==> config.mk <==
export PLATFORM = sky130hd
export DESIGN_NAME = hisq_core
export DESIGN_NICKNAME = d
export VERILOG_FILES = /design/src/design/hisq_pkg.sv /design/src/design/hisq_sync_if.sv /design/src/design/hisq_core.sv /design/src/design/hisq_sync.sv
export SDC_FILE = /design/constraint.sdc
export NUM_CORES = 1
export LEC_CHECK = 0
export BUFFER_PORTS_ARGS = -buffer_cell sky130_fd_sc_hd__buf_4
export CAP_MARGIN = 15
export CORE_MARGIN = 1
export CORE_UTILIZATION = 49
export DETAILED_ROUTE_END_ITERATION = 10
export GPL_ROUTABILITY_DRIVEN = 0
export PLACE_DENSITY = 0.67
export SETUP_SLACK_MARGIN = 0.1
export SLEW_MARGIN = 0
export SYNTH_ARGS = -nofsm -noshare
export SYNTH_HDL_FRONTEND = slang
export SYNTH_SLANG_ARGS = --single-unit
==> constraint.sdc <==
create_clock -name clk_sys_i -period 2.5 [get_ports clk_sys_i]
set_input_delay 0.5 -clock clk_sys_i [delete_from_list [all_inputs] [get_ports clk_sys_i]]
set_output_delay 0.5 -clock clk_sys_i [all_outputs]
set_load 0.02 [all_outputs]
==> src/design/hisq_pkg.sv <==
// constants and types for the hot insertion sequencer
package hisq_pkg;
   localparam int unsigned CLK_MHZ = 200;
   localparam int unsigned INSERT_MS = 20;
   localparam int unsigned HARD_RESET_MS = 20;
   localparam int unsigned RESET_REL_MS = 200;
   localparam int unsigned RESET_ASRT_US = 32;
   localparam int unsigned BREAKER_US = 20;
   localparam int unsigned US_PER_MS = 1000;
   localparam int unsigned CNT_W = 26;
   localparam logic [CNT_W-1:0] CNT_ZERO = 26'h0;
   localparam logic [CNT_W-1:0] CNT_ONE = 26'h1;
   localparam int unsigned N_SENSE = 2;
   // raw input bit positions and their disconnected reset pattern
   localparam int unsigned RAW_W = 9;
   localparam int unsigned RAW_SA = 0;
   localparam int unsigned RAW_SB = 1;
   localparam int unsigned RAW_HRST = 2;
   localparam int unsigned RAW_UV_LO = 3;
   localparam int unsigned RAW_UV_HI = 4;
   localparam int unsigned RAW_ABOVE = 5;
   localparam int unsigned RAW_OC_LO = 6;
   localparam int unsigned RAW_OC_HI = 7;
   localparam int unsigned RAW_DISCH = 8;
   localparam logic [RAW_W-1:0] RAW_IDLE = 9'h007;
   typedef enum logic [2:0] {
      HISQ_ST_LOCKOUT = 3'b000,
      HISQ_ST_WAIT_INSERT = 3'b001,
      HISQ_ST_RAMP = 3'b010,
      HISQ_ST_DISCHARGE = 3'b011,
      HISQ_ST_TRIPPED = 3'b100
   } hisq_state_t;
endpackage : hisq_pkg

==> src/design/hisq_sync_if.sv <==
// interface carrying synchronised inputs to the core
interface hisq_sync_if;
   logic sense_a_n;
   logic sense_b_n;
   logic hard_reset_n;
   logic uvlo_ok;
   logic supply_above;
   logic oc_any;
   logic discharged_level;
   modport src (output sense_a_n, sense_b_n, hard_reset_n, uvlo_ok,
      supply_above, oc_any, discharged_level);
   modport dst (input sense_a_n, sense_b_n, hard_reset_n, uvlo_ok,
      supply_above, oc_any, discharged_level);
endinterface : hisq_sync_if

==> src/design/hisq_core.sv <==
// hot insertion sequencer: debounce, breaker, supply good, reset timing
// Summary of operation
// RULE1 - both sense lows for 20 ms mean inserted
// RULE2 - hard reset low 20 ms: supplies off
// RULE3 - no power-up while hard reset low
// RULE4 - wait for discharged level before power-up
// RULE5 - hard reset low clears breaker trip
// RULE6 - fault low while overcurrent latched
// RULE7 - supply good follows monitor immediately; the code also holds it low while tripped
// RULE8 - reset low on any listed condition
// RULE9 - reset released 200 ms after supply good
// RULE10 - reset low 32 us after supply good falls
// RULE11 - pump status mirrors charge pump enable
// RULE12 - bus isolate during insertion and removal
// RULE13 - overcurrent over 20 us trips breaker
// RULE14 - trip pulls both gates down at once
// RULE15 - pumps off until both supplies unlocked
// RULE16 - gates low at power-up until inserted
// RULE17 - after debounce enable ramp and pumps
// RULE18 - power-down enables gate pull-down path
// RULE19 - short supply good pulses leave reset
// RULE20 - trip latched until hard reset or power
// RULE21 - counters on one clock, inputs synchronised
module hisq_core
   import hisq_pkg::*;
#(
   parameter int unsigned CYC_PER_US = CLK_MHZ,
   parameter int unsigned INSERT_CYC = INSERT_MS * US_PER_MS * CYC_PER_US,
   parameter int unsigned HRST_CYC = HARD_RESET_MS * US_PER_MS * CYC_PER_US,
   parameter int unsigned REL_CYC = RESET_REL_MS * US_PER_MS * CYC_PER_US
)
(
   // clock and reset
   input wire logic clk_sys_i,
   input wire logic resetn_i,
   // connector and comparator inputs
   input wire logic connect_sense_a_n_i,
   input wire logic connect_sense_b_n_i,
   input wire logic hard_reset_n_i,
   input wire logic uvlo_lo_ok_i,
   input wire logic uvlo_hi_ok_i,
   input wire logic supply_above_i,
   input wire logic low_sense_input_i,
   input wire logic high_sense_input_i,
   input wire logic discharged_level_i,
   // open-drain style outputs, shown as driven levels with enables
   output logic fault_n_o,
   output logic fault_n_oe_o,
   output logic supply_good_o,
   output logic supply_good_oe_o,
   output logic reset_n_o,
   output logic reset_n_oe_o,
   // cmos outputs
   output logic bus_isolate_o,
   output logic pump_on_status_o,
   output logic ramp_enable_o,
   output logic high_gate_drive_o,
   output logic low_gate_drive_o,
   output logic gate_pulldown_o
);
   localparam int unsigned ASRT_CYC = RESET_ASRT_US * CYC_PER_US;
   localparam int unsigned TRIP_CYC = BREAKER_US * CYC_PER_US;
   localparam logic [CNT_W-1:0] INSERT_N = CNT_W'(INSERT_CYC);
   localparam logic [CNT_W-1:0] HRST_N = CNT_W'(HRST_CYC);
   localparam logic [CNT_W-1:0] REL_N = CNT_W'(REL_CYC);
   localparam logic [CNT_W-1:0] ASRT_N = CNT_W'(ASRT_CYC);
   localparam logic [CNT_W-1:0] TRIP_N = CNT_W'(TRIP_CYC);

   hisq_sync_if sync ();
   hisq_sync u_sync (
      .clk_sys_i(clk_sys_i),
      .resetn_i(resetn_i),
      .raw_i({discharged_level_i, high_sense_input_i, low_sense_input_i,
         supply_above_i, uvlo_hi_ok_i, uvlo_lo_ok_i, hard_reset_n_i,
         connect_sense_b_n_i, connect_sense_a_n_i}),
      .sync(sync.src)
   );

   ////////////////////////////////////////////////////////////////////////
   // debounce and delay counters
   logic [CNT_W-1:0] ins_cnt;
   logic [CNT_W-1:0] hrst_cnt;
   logic [CNT_W-1:0] oc_cnt;
   logic [CNT_W-1:0] rel_cnt;
   logic [CNT_W-1:0] asrt_cnt;
   logic inserted;
   logic hard_reset;
   logic oc_trip;
   logic both_low;
   hisq_state_t state;
   hisq_state_t next_state;

   assign both_low = !sync.sense_a_n && !sync.sense_b_n;
   assign inserted = (ins_cnt == INSERT_N);
   assign hard_reset = (hrst_cnt == HRST_N);
   assign oc_trip = (oc_cnt == TRIP_N);

   // saturating count of continuous both-low time
   always_ff @(posedge clk_sys_i) begin
      if (!resetn_i || !both_low) begin
         ins_cnt <= CNT_ZERO;
      end else if (!inserted) begin
         ins_cnt <= ins_cnt + CNT_ONE; // RULE1
      end
   end

   always_ff @(posedge clk_sys_i) begin
      if (!resetn_i || sync.hard_reset_n) begin
         hrst_cnt <= CNT_ZERO;
      end else if (!hard_reset) begin
         hrst_cnt <= hrst_cnt + CNT_ONE; // RULE2
      end
   end

   // count must exceed 20 us; trip fires when the count reaches the figure
   always_ff @(posedge clk_sys_i) begin
      if (!resetn_i || !sync.oc_any) begin
         oc_cnt <= CNT_ZERO;
      end else if (!oc_trip) begin
         oc_cnt <= oc_cnt + CNT_ONE; // RULE13
      end
   end

   ////////////////////////////////////////////////////////////////////////
   // sequencer
   always_comb begin
      next_state = state;
      case (state)
         HISQ_ST_LOCKOUT: begin
            if (sync.uvlo_ok) begin
               next_state = HISQ_ST_WAIT_INSERT; // RULE15
            end
         end
         HISQ_ST_WAIT_INSERT: begin
            // RULE3 RULE4
            // both_low again so a sense break on this edge cannot start pumps
            if (inserted && both_low && sync.hard_reset_n
               && sync.discharged_level) begin
               next_state = HISQ_ST_RAMP; // RULE17
            end
         end
         HISQ_ST_RAMP: begin
            if (oc_trip) begin
               next_state = HISQ_ST_TRIPPED; // RULE14
            end else if (hard_reset || !both_low) begin
               next_state = HISQ_ST_DISCHARGE; // RULE2
            end
         end
         HISQ_ST_DISCHARGE: begin
            next_state = HISQ_ST_WAIT_INSERT; // RULE18
         end
         HISQ_ST_TRIPPED: begin
            if (!sync.hard_reset_n) begin
               next_state = HISQ_ST_WAIT_INSERT; // RULE5 RULE20
            end
         end
         default: begin
            next_state = HISQ_ST_LOCKOUT;
         end
      endcase
      // lockout overrides everything, also clears a trip on power cycle
      if (!sync.uvlo_ok) begin
         next_state = HISQ_ST_LOCKOUT; // RULE15 RULE20
      end
   end

   always_ff @(posedge clk_sys_i) begin
      if (!resetn_i) begin
         state <= HISQ_ST_LOCKOUT; // RULE16
      end else begin
         state <= next_state;
      end
   end

   ////////////////////////////////////////////////////////////////////////
   // supply good and reset timing
   logic good;
   logic rst_cond;
   assign good = sync.supply_above && (state != HISQ_ST_TRIPPED);
   // RULE8
   assign rst_cond = sync.sense_a_n || sync.sense_b_n
      || !sync.hard_reset_n || !sync.uvlo_ok
      || (state == HISQ_ST_TRIPPED);

   // high time of good; short low pulses restart it
   always_ff @(posedge clk_sys_i) begin
      if (!resetn_i || !good) begin
         rel_cnt <= CNT_ZERO;
      end else if (rel_cnt != REL_N) begin
         rel_cnt <= rel_cnt + CNT_ONE; // RULE9 RULE19
      end
   end

   always_ff @(posedge clk_sys_i) begin
      if (!resetn_i || good) begin
         asrt_cnt <= CNT_ZERO;
      end else if (asrt_cnt != ASRT_N) begin
         asrt_cnt <= asrt_cnt + CNT_ONE; // RULE10 RULE19
      end
   end

   always_ff @(posedge clk_sys_i) begin
      if (!resetn_i) begin
         reset_n_o <= 1'b0;
      end else if (rst_cond) begin
         reset_n_o <= 1'b0; // RULE8
      end else if (asrt_cnt == ASRT_N) begin
         reset_n_o <= 1'b0; // RULE10
      end else if (rel_cnt == REL_N) begin
         reset_n_o <= 1'b1; // RULE9
      end
   end

   always_ff @(posedge clk_sys_i) begin
      if (!resetn_i) begin
         supply_good_o <= 1'b0;
         fault_n_o <= 1'b1;
      end else begin
         supply_good_o <= good; // RULE7
         fault_n_o <= (state != HISQ_ST_TRIPPED); // RULE6
      end
   end

   ////////////////////////////////////////////////////////////////////////
   // gate, pump and bus controls
   logic pumps_on;
   assign pumps_on = (next_state == HISQ_ST_RAMP);
   always_ff @(posedge clk_sys_i) begin
      if (!resetn_i) begin
         pump_on_status_o <= 1'b0;
         ramp_enable_o <= 1'b0;
         high_gate_drive_o <= 1'b0;
         low_gate_drive_o <= 1'b0;
         gate_pulldown_o <= 1'b1;
         bus_isolate_o <= 1'b1;
      end else begin
         pump_on_status_o <= pumps_on; // RULE11
         ramp_enable_o <= pumps_on; // RULE17
         high_gate_drive_o <= pumps_on; // RULE14 RULE16
         low_gate_drive_o <= pumps_on; // RULE14 RULE16
         gate_pulldown_o <= !pumps_on; // RULE18
         bus_isolate_o <= !pumps_on || !reset_n_o; // RULE12
      end
   end

   // open-drain enables: drive only while pulling low
   always_ff @(posedge clk_sys_i) begin
      if (!resetn_i) begin
         fault_n_oe_o <= 1'b0;
         supply_good_oe_o <= 1'b1;
         reset_n_oe_o <= 1'b1;
      end else begin
         fault_n_oe_o <= (state == HISQ_ST_TRIPPED);
         supply_good_oe_o <= !good;
         reset_n_oe_o <= rst_cond || (asrt_cnt == ASRT_N)
            || (!reset_n_o && rel_cnt != REL_N);
      end
   end

   ////////////////////////////////////////////////////////////////////////
   // checks
   a_fault_tracks_trip: assert property (@(posedge clk_sys_i) // RULE6
      disable iff (!resetn_i) (state == HISQ_ST_TRIPPED) |=> !fault_n_o)
      else $error("fault not low while tripped");
   a_trip_kills_gates: assert property (@(posedge clk_sys_i) // RULE14
      disable iff (!resetn_i) (state == HISQ_ST_RAMP && oc_trip)
      |=> !high_gate_drive_o && !low_gate_drive_o)
      else $error("gates not cut on trip");
   a_trip_latched: assert property (@(posedge clk_sys_i) // RULE20
      disable iff (!resetn_i) (state == HISQ_ST_TRIPPED
      && sync.hard_reset_n && sync.uvlo_ok) |=> state == HISQ_ST_TRIPPED)
      else $error("trip released early");
   a_no_start_hrst: assert property (@(posedge clk_sys_i) // RULE3
      disable iff (!resetn_i) !sync.hard_reset_n |=> !pump_on_status_o
      || $past(state) == HISQ_ST_RAMP)
      else $error("power-up during hard reset");
   a_wait_discharge: assert property (@(posedge clk_sys_i) // RULE4
      disable iff (!resetn_i) (state == HISQ_ST_WAIT_INSERT
      && !sync.discharged_level) |=> state != HISQ_ST_RAMP)
      else $error("started before discharge");
   a_lockout_pumps: assert property (@(posedge clk_sys_i) // RULE15
      disable iff (!resetn_i) !sync.uvlo_ok |=> !pump_on_status_o)
      else $error("pumps on in lockout");
   a_good_follows: assert property (@(posedge clk_sys_i) // RULE7
      disable iff (!resetn_i) 1'b1 |=> supply_good_o == $past(good))
      else $error("supply good lags");
   a_reset_cond: assert property (@(posedge clk_sys_i) // RULE8
      disable iff (!resetn_i) rst_cond |=> !reset_n_o)
      else $error("reset not asserted");
   a_pump_status: assert property (@(posedge clk_sys_i) // RULE11 RULE18
      disable iff (!resetn_i) pump_on_status_o == high_gate_drive_o
      && pump_on_status_o == !gate_pulldown_o)
      else $error("pump status mismatch");
   a_insert_start: assert property (@(posedge clk_sys_i) // RULE1 RULE17
      disable iff (!resetn_i) $rose(pump_on_status_o) |-> inserted)
      else $error("pumps on before debounce");
   a_release_delay: assert property (@(posedge clk_sys_i) // RULE9
      disable iff (!resetn_i) $rose(reset_n_o) |-> $past(rel_cnt) == REL_N)
      else $error("reset released early");
   a_short_low: assert property (@(posedge clk_sys_i) // RULE10 RULE19
      disable iff (!resetn_i) reset_n_o && !rst_cond && asrt_cnt != ASRT_N
      |=> reset_n_o)
      else $error("reset dropped by short low");
   a_bus_isolate: assert property (@(posedge clk_sys_i) // RULE12
      disable iff (!resetn_i) !pump_on_status_o |-> bus_isolate_o)
      else $error("bus not isolated with pumps off");
   a_breaker_time: assert property (@(posedge clk_sys_i) // RULE13
      disable iff (!resetn_i) (state == HISQ_ST_RAMP && !oc_trip)
      |=> state != HISQ_ST_TRIPPED)
      else $error("breaker tripped early");
   c_ramp: cover property (@(posedge clk_sys_i) state == HISQ_ST_RAMP);
   c_trip: cover property (@(posedge clk_sys_i) state == HISQ_ST_TRIPPED);
   c_release: cover property (@(posedge clk_sys_i) $rose(reset_n_o));
   c_hrst: cover property (@(posedge clk_sys_i) hard_reset);
   c_discharge: cover property (@(posedge clk_sys_i)
      state == HISQ_ST_DISCHARGE);
endmodule : hisq_core

==> src/design/hisq_sync.sv <==
// two-flop synchronisers for every asynchronous input
module hisq_sync
   import hisq_pkg::*;
(
   // clock and reset
   input wire logic clk_sys_i,
   input wire logic resetn_i,
   // raw inputs, order: sense a, sense b, hard reset, uvlo lo, uvlo hi,
   // supply above, oc lo, oc hi, discharged
   input wire logic [8:0] raw_i,
   hisq_sync_if.src sync
);
   logic [RAW_W-1:0] stage1;
   logic [RAW_W-1:0] stage2;
   // resets to the safe, disconnected values
   always_ff @(posedge clk_sys_i) begin
      if (!resetn_i) begin
         stage1 <= RAW_IDLE;
         stage2 <= RAW_IDLE;
      end else begin
         stage1 <= raw_i; // RULE21
         stage2 <= stage1;
      end
   end
   assign sync.sense_a_n = stage2[RAW_SA];
   assign sync.sense_b_n = stage2[RAW_SB];
   assign sync.hard_reset_n = stage2[RAW_HRST];
   assign sync.uvlo_ok = stage2[RAW_UV_LO] & stage2[RAW_UV_HI];
   assign sync.supply_above = stage2[RAW_ABOVE];
   assign sync.oc_any = stage2[RAW_OC_LO] | stage2[RAW_OC_HI];
   assign sync.discharged_level = stage2[RAW_DISCH];
endmodule : hisq_sync

After elaboration in Yosys (flattened, before gate mapping):

Cells that the tools add are included.

* bits in registers: 160
* bits in latches: 0
* memory bits (writable): 0
* bits in read-only memories: 0
* input port bits: 11
* output and inout bits: 12
* logic and storage cells: 76
* memories kept: 0

* add/sub/neg operators: 5
* multiply operators: 0
* div/mod/pow operators: 0
* $lt $le $gt $ge: 0
* equality and inequality tests: 13
* shift operators: 0
* multiplexer cells: 6
* bitwise gates (word level): 3
* reductions and logical operators: 32

Operators by type and width (number)
* 26-bit by 1-bit adder with 26-bit output, second input constant: 5
* 26-bit by 22-bit equality test with 1-bit output, second input constant: 2
* 26-bit by 12-bit equality test with 1-bit output, second input constant: 1
* 26-bit by 13-bit equality test with 1-bit output, second input constant: 1
* 26-bit equality test, second input constant: 1
* 26-bit by 13-bit != test with 1-bit output, second input constant: 1
* 26-bit != test, second input constant: 1
* 3-bit 2-to-1 mux: 5
* 1-bit logical OR: 13
* 3-bit one-hot mux with 4 select lines: 1
* 1-bit zero test: 10
* 3-bit by 2-bit equality test with 1-bit output, second input constant: 3
* 1-bit logical AND: 6
* 3-bit by 1-bit equality test with 1-bit output, second input constant: 1
* 3-bit equality test, second input constant: 1
* 3-bit zero test: 1
* 3-bit != test, second input constant: 1
* 3-bit OR reduction: 1
* 2-bit OR reduction: 1
* 1-bit AND: 1
* 1-bit NOT: 1
* 1-bit bitwise OR: 1

Depth between registers and ports, before layout:

Gate-level depths: netlist of the first run.

* depth in word-level cells: 11
* gate-level depth with buffers: 8
* depth with buffers taken out: 7

Hierarchy:

From an unflattened synthesis of the first run, not the netlist that was laid out.

* cell total of the unflattened synthesis: 780
* area, all modules: 6937.9 sq um

By module, submodules not included
* hisq_core: instances 1, cells each 741, area an instance 6427.4 sq um, sequential area each 2842.7 sq um
* hisq_sync: instances 1, cells each 39, area an instance 510.5 sq um, sequential area each 360.3 sq um

Worst setup path after synthesis of the first run:

No wires, ideal clock.

* path type: register to register
* start: reg asrt_cnt[0]
* end: reg asrt_cnt[22]
* library setup time: 128 ps
* arrival time: 1589 ps
* required time: 2372 ps
* path slack: 784 ps
* stages on the path, launching flop included: 7
* path buffers: 0
* period minus slack after synthesis: 1716 ps
* cell sequence: dfxtp_1 > ha_1 > nand4_1 > nor4_2 > nand4_1 > xor2_1 > nor2_1

* word-level cells in the longest chain between the ends: 1
* elaborated cells between the ends (all ways): 2
* those cells by class: add/sub (1); eq/ne (1)

Ends and longest elaborated chain
* start, declared: line hisq_core.sv:85 `logic [CNT_W-1:0] asrt_cnt;`
* start signal, assigned: line hisq_core.sv:198 `asrt_cnt <= asrt_cnt + CNT_ONE;`
* 26-bit by 1-bit adder with 26-bit output / 26-bit by 13-bit != test with 1-bit output (equally long branches): line hisq_core.sv:198, hisq_core.sv:197

Several ways; a longest one is shown, not always the timed one.
A chain may end at the register's enable or synchronous reset.

Worst setup path after layout of the first run:

* start: reg hrst_cnt[0]
* end: reg low_gate_drive_o

* word-level cells in the longest chain between the ends: 7

Ends and longest elaborated chain
* start, declared: line hisq_core.sv:82 `logic [CNT_W-1:0] hrst_cnt;`
* start signal, assigned: line hisq_core.sv:111 `hrst_cnt <= hrst_cnt + CNT_ONE;`
* 26-bit by 22-bit equality test with 1-bit output: line hisq_core.sv:95 `assign hard_reset = (hrst_cnt == HRST_N);`
* 1-bit logical OR: line hisq_core.sv:145 `end else if (hard_reset || !both_low) begin`
* 3-bit 2-to-1 mux: line hisq_core.sv:145
* 3-bit 2-to-1 mux: line hisq_core.sv:143 `if (oc_trip) begin`
* 3-bit one-hot mux with 4 select lines: line hisq_core.sv:128 `case (state)`
* 3-bit 2-to-1 mux: line hisq_core.sv:162 `if (!sync.uvlo_ok) begin`
* 3-bit by 2-bit equality test with 1-bit output: line hisq_core.sv:227 `assign pumps_on = (next_state == HISQ_ST_RAMP);`
* end signal, assigned: line hisq_core.sv:240 `low_gate_drive_o <= pumps_on;`
* end, declared: line hisq_core.sv:58 `output logic low_gate_drive_o,`

No other way between the ends.

==> results.yml, run 1 <==
synthesis:
  synth_edf_count: 0
  synth-main-ff-cell: "dfxtp_1"
  ys.warnings.count: 0
  ys_seq_area_share_pct: 45.4
  synth_cells: 789
  syn_area_sq_mm: 0.00705
  ys_ff_latch: 160
  async_flop_share_pct: 0
  syn-num-nets: 810
  syn_avg_cell_area_sq_um: 8.94
  synth.distinct_cells: 49
finish:
  fillers: 1244
  fin_nets: 828
  diodes: 0
  drive_above_1_share_pct: 8.90
  syn_to_final_growth_pct: 12.7
  layout_common_cells: "dfxtp_1 (160), nor2_1 (121), xor2_1 (59)"
  layout_commonest_cell: "dfxtp_1"
critical_path:
  worstSetupStartpoint: "hrst_cnt[0]"
  worst_path_max_delay_cell: "o41ai_1"
  cpPeakStageDelay_ns: 0.51
  r2r_setup_slack_ns: 0.43
  reg2regPathDepth: 7
  crit_cells: 7
  setup.worst_path.start_class: "flop"
  rr_startpoint: "hrst_cnt[0]"
  crit_arrival_ns: 2.38
  critical_path_class: "flop to flop"
  r2r-end: "low_gate_drive_o"
  crit_buf_inv: 1
  cp_data_required_time_ns: 2.82
  cp_cell_sequence: "inv_1 > ha_1 > nor3b_1 > nand4_1 > o41ai_1 > a32oi_1 > and2_1"
  cp_top_family: "compound AO/OA/AOI/OAI gates"
  crit_fanout: 4
  endpoint_kind: "flop"
power:
  power.density_mw_per_mm2: 663
  p_leak_nw: 2.62
  irDropWorstVdd_mv: 0.531
  design_power_total_w: 0.00527
detailed_routing:
  ant_nets: 0
  avgViaCountPerCell: 5.39
  drc: 0
  vias: 5385
  drt_iter0_drc: 343
  first_pass_iters: 4
  drt_wl_total_um: 13200
  wl_per_cell_um: 13.2
floorplan:
  die_y_um: 122
  placementRows: 43
  io_pins: 23
  die_area_sq_mm: 0.0149
  initial_utilization_pct: 50.4
  die_w_um: 122
  core_area_sq_mm: 0.0140
clock_network:
  cts_buffers: 17
  cts_resized: 0
  clk_latency_ns: 0.43
  h-tree-depth: 4
  cts_sinks: 160
  hold_buffers: 0
  cts_tree: "done"
  cts_root_buf: "clkbuf_16"
  clk_path_buf_depth: 2
  clkTransAtPathRegs_ns: 0.06
  postCtsSetupBuffers: 0
placement:
  io_buffers: 22
  hpwlAfterDp_um: 9120
sta:
  drv_slew: 0
  rsz0062_at_grt: "no"
  max_freq_mhz: 484
  period_share_pct: 82.7
  finalCriticalPeriod_ns: 2.07
  setup_viol: 0
  hold_violations: 0
  worst_pin_slew_ns: 0.949
  maxSlewHeadroom_pct: 36.7
  skew_ns: 0.00680
  setup_tns_ns: 0
global_routing:
  antenna_found_initial: 0
  grt_pass1_vias: 5120
  grt_first_pass_wirelength_um: 22800
  grt_max_degree: 29
  grt_usage_pct: 19.2
  overflow: 0
hold_path:
  hp-start: "connect_sense_b_n_i"
  hold_end: "u_sync.stage1[1]"
  min_path_type: "input port to flop"
  hold_depth: 2
job:
  drv_cap: 0
status:
  status: "complete, no violations"
==> metrics by stage <==
step / util [%] / hold slack, ns / setup slack (ns) / cells / instance area (sq um)
after floorplan: - / 0.386 / 0.784 / 789 / 7050
after global placement: 52.5 / 0.397 / 0.523 / 968 / 7350
after detailed placement: 52.5 / 0.401 / 0.507 / 968 / 7350
after CTS: 56.9 / 0.238 / 0.467 / 1000 / 7950
after global routing: 56.9 / 0.254 / 0.270 / 1000 / 7950
final: 56.9 / 0.257 / 0.433 / 1000 / 7950
==> synth_stat cells, types with 20 or more instances <==
cell type | number | area share [%]
and2_1 | 20 | 1.8
dfxtp_1 | 160 | 45
inv_1 | 29 | 1.5
nand2_1 | 35 | 1.9
nand3_1 | 43 | 3.1
nand4_1 | 39 | 3.5
nor2_1 | 121 | 6.4
nor3_1 | 27 | 1.9
nor4_1 | 20 | 1.8
xnor2_1 | 50 | 6.2
xor2_1 | 59 | 7.3
==> registers in the layout (all words and copies together) (netlist names), 3 cells and up <==
signal         cells
u_sync.stage2      9
oc_cnt            26
asrt_cnt          26
state              3
hrst_cnt          26
ins_cnt           26
rel_cnt           26
u_sync.stage1      9
==> worst register-to-register path: cells and delay by family, from the launching register on <==
kind	cells	cell delay, ns
AO/OA/AOI/OAI	2	0.74
adder cells (fa/ha/maj)	1	0.14
AND/OR/NAND/NOR	3	0.65
flip-flops	1	0.33
buffers and inverters	1	0.09
==> kinds of logic (layout without fill, tap and decap cells) <==
group	count (synthesis)	after routing	synth area share, %
DFF	160	160	45.4
muxes	4	4	0.568
xor gates and xnor gates	109	109	13.5
and+or+nand+nor	411	411	32.2
AOI/OAI and AO/OA	38	38	3.02
adders and majority gates	10	10	1.77
buffers and inverters	57	88	3.46
==> power by group <==
group	switching [W]	total (W)	internal, W
clock network	0.00102	0.00261	0.00159
logic	0.0000445	0.0000792	0.0000347
registers	0.0000122	0.00258	0.00257
==> area by class of cell <==
class | count | area (sq um) | area share [%]
Multi-Input combinational cell | 572 | 3610 | 45.4
Clock inverter | 14 | 166 | 2.09
Inverter | 29 | 109 | 1.37
Clock buffer | 18 | 439 | 5.52
Timing Repair Buffer | 27 | 203 | 2.55
Tap cell | 180 | 225 | 2.83
Sequential cell | 160 | 3200 | 40.3
==> how the worst max path moves through the flow <==
| stage | slack [ns] | endpoint |
|---|---|---|
| CTS | 0.47 | low_gate_drive_o |
| global route | 0.27 | asrt_cnt[20] |
| global placement | 0.52 | bus_isolate_o |
| finish | 0.43 | low_gate_drive_o |
| floorplan | 0.78 | asrt_cnt[22] |
| detailed placement | 0.51 | low_gate_drive_o |
==> per-layer routing <==
| metal | share of wire (%) | vias to the layer above | global-route usage (%) |
|---|---|---|---|
| li1 | - | 2754 | - |
| met1 | 48 | 2543 | 23.7 |
| met2 | 47 | 69 | 31.7 |
| met3 | 3.1 | 19 | 4.26 |
| met4 | 1.8 | 0 | 9.26 |
| met5 | 0 | - | 0 |
Note: power is estimated with default switching activity, not from simulation.
==> run 2: changes to the inputs <==
- ABC_AREA: not set -> 1
- PLACE_DENSITY: 0.67 -> 0.7
- clock period: 2.5 -> 1.8 ns (I/O delays scaled with it)
==> results.yml, run 2 <==
synthesis:
  synth_edf_count: 0
  ys_seq_area_share_pct: 41.4
  synth-main-ff-cell: "dfxtp_1"
  synthTopCellsByArea: "dfxtp_1 (41%), nand2_1 (9.9%), inv_1 (8.2%)"
  ys_ff_latch: 160
  syn_avg_cell_area_sq_um: 7.03
  async_flop_share_pct: 0
  synth_cells: 1101
  synthTopCellsByCount: "nand2_1 (205), inv_1 (169), dfxtp_1 (160), nor2_1 (131), a21oi_1 (101)"
  synth.distinct_cells: 43
  synth_top_area_cell: "dfxtp_1"
  ys.warnings.count: 0
  synth.most_common_cell: "nand2_1"
  synth_top_area_share_pct: 41.4
  syn_area_sq_mm: 0.00774
  syn-num-nets: 1122
sta:
  skew_ns: 0.00698
  maxSlewHeadroom_pct: 70.1
  rsz0062_at_grt: "yes"
  period_share_pct: 87.8
  setup_tns_ns: 0
  drv_slew: 0
  setup_viol: 0
  final.setup.worst_slack_ns: 0.219
  finalCriticalPeriod_ns: 1.58
  worst_pin_slew_ns: 0.447
  max_freq_mhz: 632
  hold_violations: 0
  whs_ns: 0.107
critical_path:
  cp_data_required_time_ns: 2.11
  critical_path_class: "flop to flop"
  endpoint_kind: "flop"
  cpMostUsedCell: "nor2_4"
  setup.worst_path.start_class: "flop"
  cp_cell_sequence: "nand3_2 > nor2_4 > nand3_2 > nor2_4 > nand2_4 > nor2_4 > nand2_2 > o21ai_0 > a21oi_1"
  cpPeakStageDelay_ns: 0.37
  crit_arrival_ns: 1.89
  worst_path_max_delay_cell: "dfxtp_2"
  crit_buf_inv: 0
  cp_top_family: "simple AND/OR/NAND/NOR gates"
  crit_fanout: 5
global_routing:
  grt_max_degree: 21
  antenna_found_initial: 0
  grt_usage_pct: 20.9
  overflow: 0
  grt_first_pass_wirelength_um: 27500
  grt_pass1_vias: 6177
detailed_routing:
  first_pass_iters: 5
  avgViaCountPerCell: 4.99
  wl_per_cell_um: 11.9
  drt_iter0_drc: 381
  ant_nets: 0
  drt_wl_total_um: 16400
  vias: 6853
  drc: 0
placement:
  pre_cts_ws_ns: 0.111
  hpwlAfterDp_um: 11600
  io_buffers: 22
hold_path:
  min_path_type: "input port to flop"
clock_network:
  cts_tree: "done"
  cts_sinks: 160
  h-tree-depth: 4
  cts_root_buf: "clkbuf_16"
  cts_buffers: 17
  clkTransAtPathRegs_ns: 0.06
  clk_path_buf_depth: 2
  hold_buffers: 0
  clk_latency_ns: 0.43
floorplan:
  io_pins: 23
  die_area_sq_mm: 0.0163
  die_w_um: 128
  die_y_um: 128
  placementRows: 45
  initial_utilization_pct: 50.5
  core_area_sq_mm: 0.0153
finish:
  diodes: 0
  fillers: 1461
  layout_common_cells: "nand2_1 (201), inv_1 (165), dfxtp_1 (148)"
  drive_above_1_share_pct: 16.3
  fin_nets: 1172
  syn_to_final_growth_pct: 16.2
  layout_commonest_cell: "nand2_1"
power:
  p_leak_nw: 3.20
  power.density_mw_per_mm2: 777
  irDropWorstVdd_mv: 0.698
status:
  status: "complete, no violations"
job:
  drv_cap: 0
==> run 2: changes by cell type after synthesis, sizes merged, moves of 16 or more <==
| cell | before | now |
|---|---|---|
| xor2 | 59 | 4 |
| nor2 | 121 | 147 |
| nor3 | 28 | 63 |
| nand2 | 36 | 211 |
| inv | 29 | 175 |
| and2 | 20 | 1 |
| or2 | 3 | 25 |
| xnor2 | 50 | 3 |
| and4 | 18 | 0 |
| o21ai | 14 | 58 |
| a21oi | 16 | 102 |
| nand3 | 43 | 59 |
==> run 2: timing repair <==
action / in CTS / in global routing
endpoints found under the setup margin: 1 / 46
pin swaps: 0 / 13
resized for setup: 1 / 60
buffers inserted: 0 / 9
==> run 2: through the flow <==
step / instances / utilization, % / instance area [sq um] / total power (W)
floorplan: 1101 / - / 7740 / 0.00375
global placement: 1334 / 53.5 / 8200 / 0.00380
detailed placement: 1334 / 53.5 / 8200 / 0.00380
CTS: 1365 / 57.1 / 8740 / 0.00706
global route: 1374 / 58.7 / 8990 / 0.00724
finish: 1374 / 58.7 / 8990 / 0.00699
==> run 2: final cells by class <==
cell class | instances | area, sq um | share of cell area, %
clock buffer | 21 | 470 | 5.23
clock inverter | 10 | 63.8 | 0.709
inverter | 175 | 663 | 7.37
multi-input combinational | 751 | 3970 | 44.1
sequential | 160 | 3220 | 35.8
tap | 211 | 264 | 2.94
timing repair buffer | 46 | 345 | 3.84
==> run 2: tightest hold or removal path: cells and delay by family <==
kind          cells  cell delay, ns
buf+inv           2            0.11
simple gates      1            0.04
==> run 2: logic make-up (layout without fill, tap and decap cells) <==
family	Yosys count	count (layout)	share of synthesized area, %
AOI/OAI and AO/OA	171	171	11.5
xor gates and xnor gates	7	7	0.792
adders and majority gates	10	10	1.62
buffers and inverters	190	252	9.54
DFF	160	160	41.4
and+or+nand+nor	563	563	35.1
==> run 2: routing by layer <==
layer / wire, um / up-vias / global-route usage (%)
li1: - / 3668 / -
met1: 7850 / 3060 / 26.7
met2: 7750 / 111 / 35.3
met3: 525 / 14 / 3.67
met4: 228 / 0 / 8.17
met5: 0 / - / 0
==> run 2: where the power goes <==
part	internal (W)	total [W]	switching [W]
sequential	0.00357	0.00358	0.0000152
clock	0.00185	0.00327	0.00142
combinational	0.0000543	0.000136	0.0000816
==> run 2: path summary, 6_finish.rpt <==
path | from | to | slack (ns) | cells after the start
worst max-delay path | hrst_cnt[0] | hrst_cnt[15] | 0.22 | 9
worst min-delay path | uvlo_hi_ok_i | u_sync.stage1[4] | 0.11 | 3
worst max register to register | hrst_cnt[0] | hrst_cnt[15] | 0.22 | 9
worst min register to register | u_sync.stage1[6] | u_sync.stage2[6] | 0.41 | 2
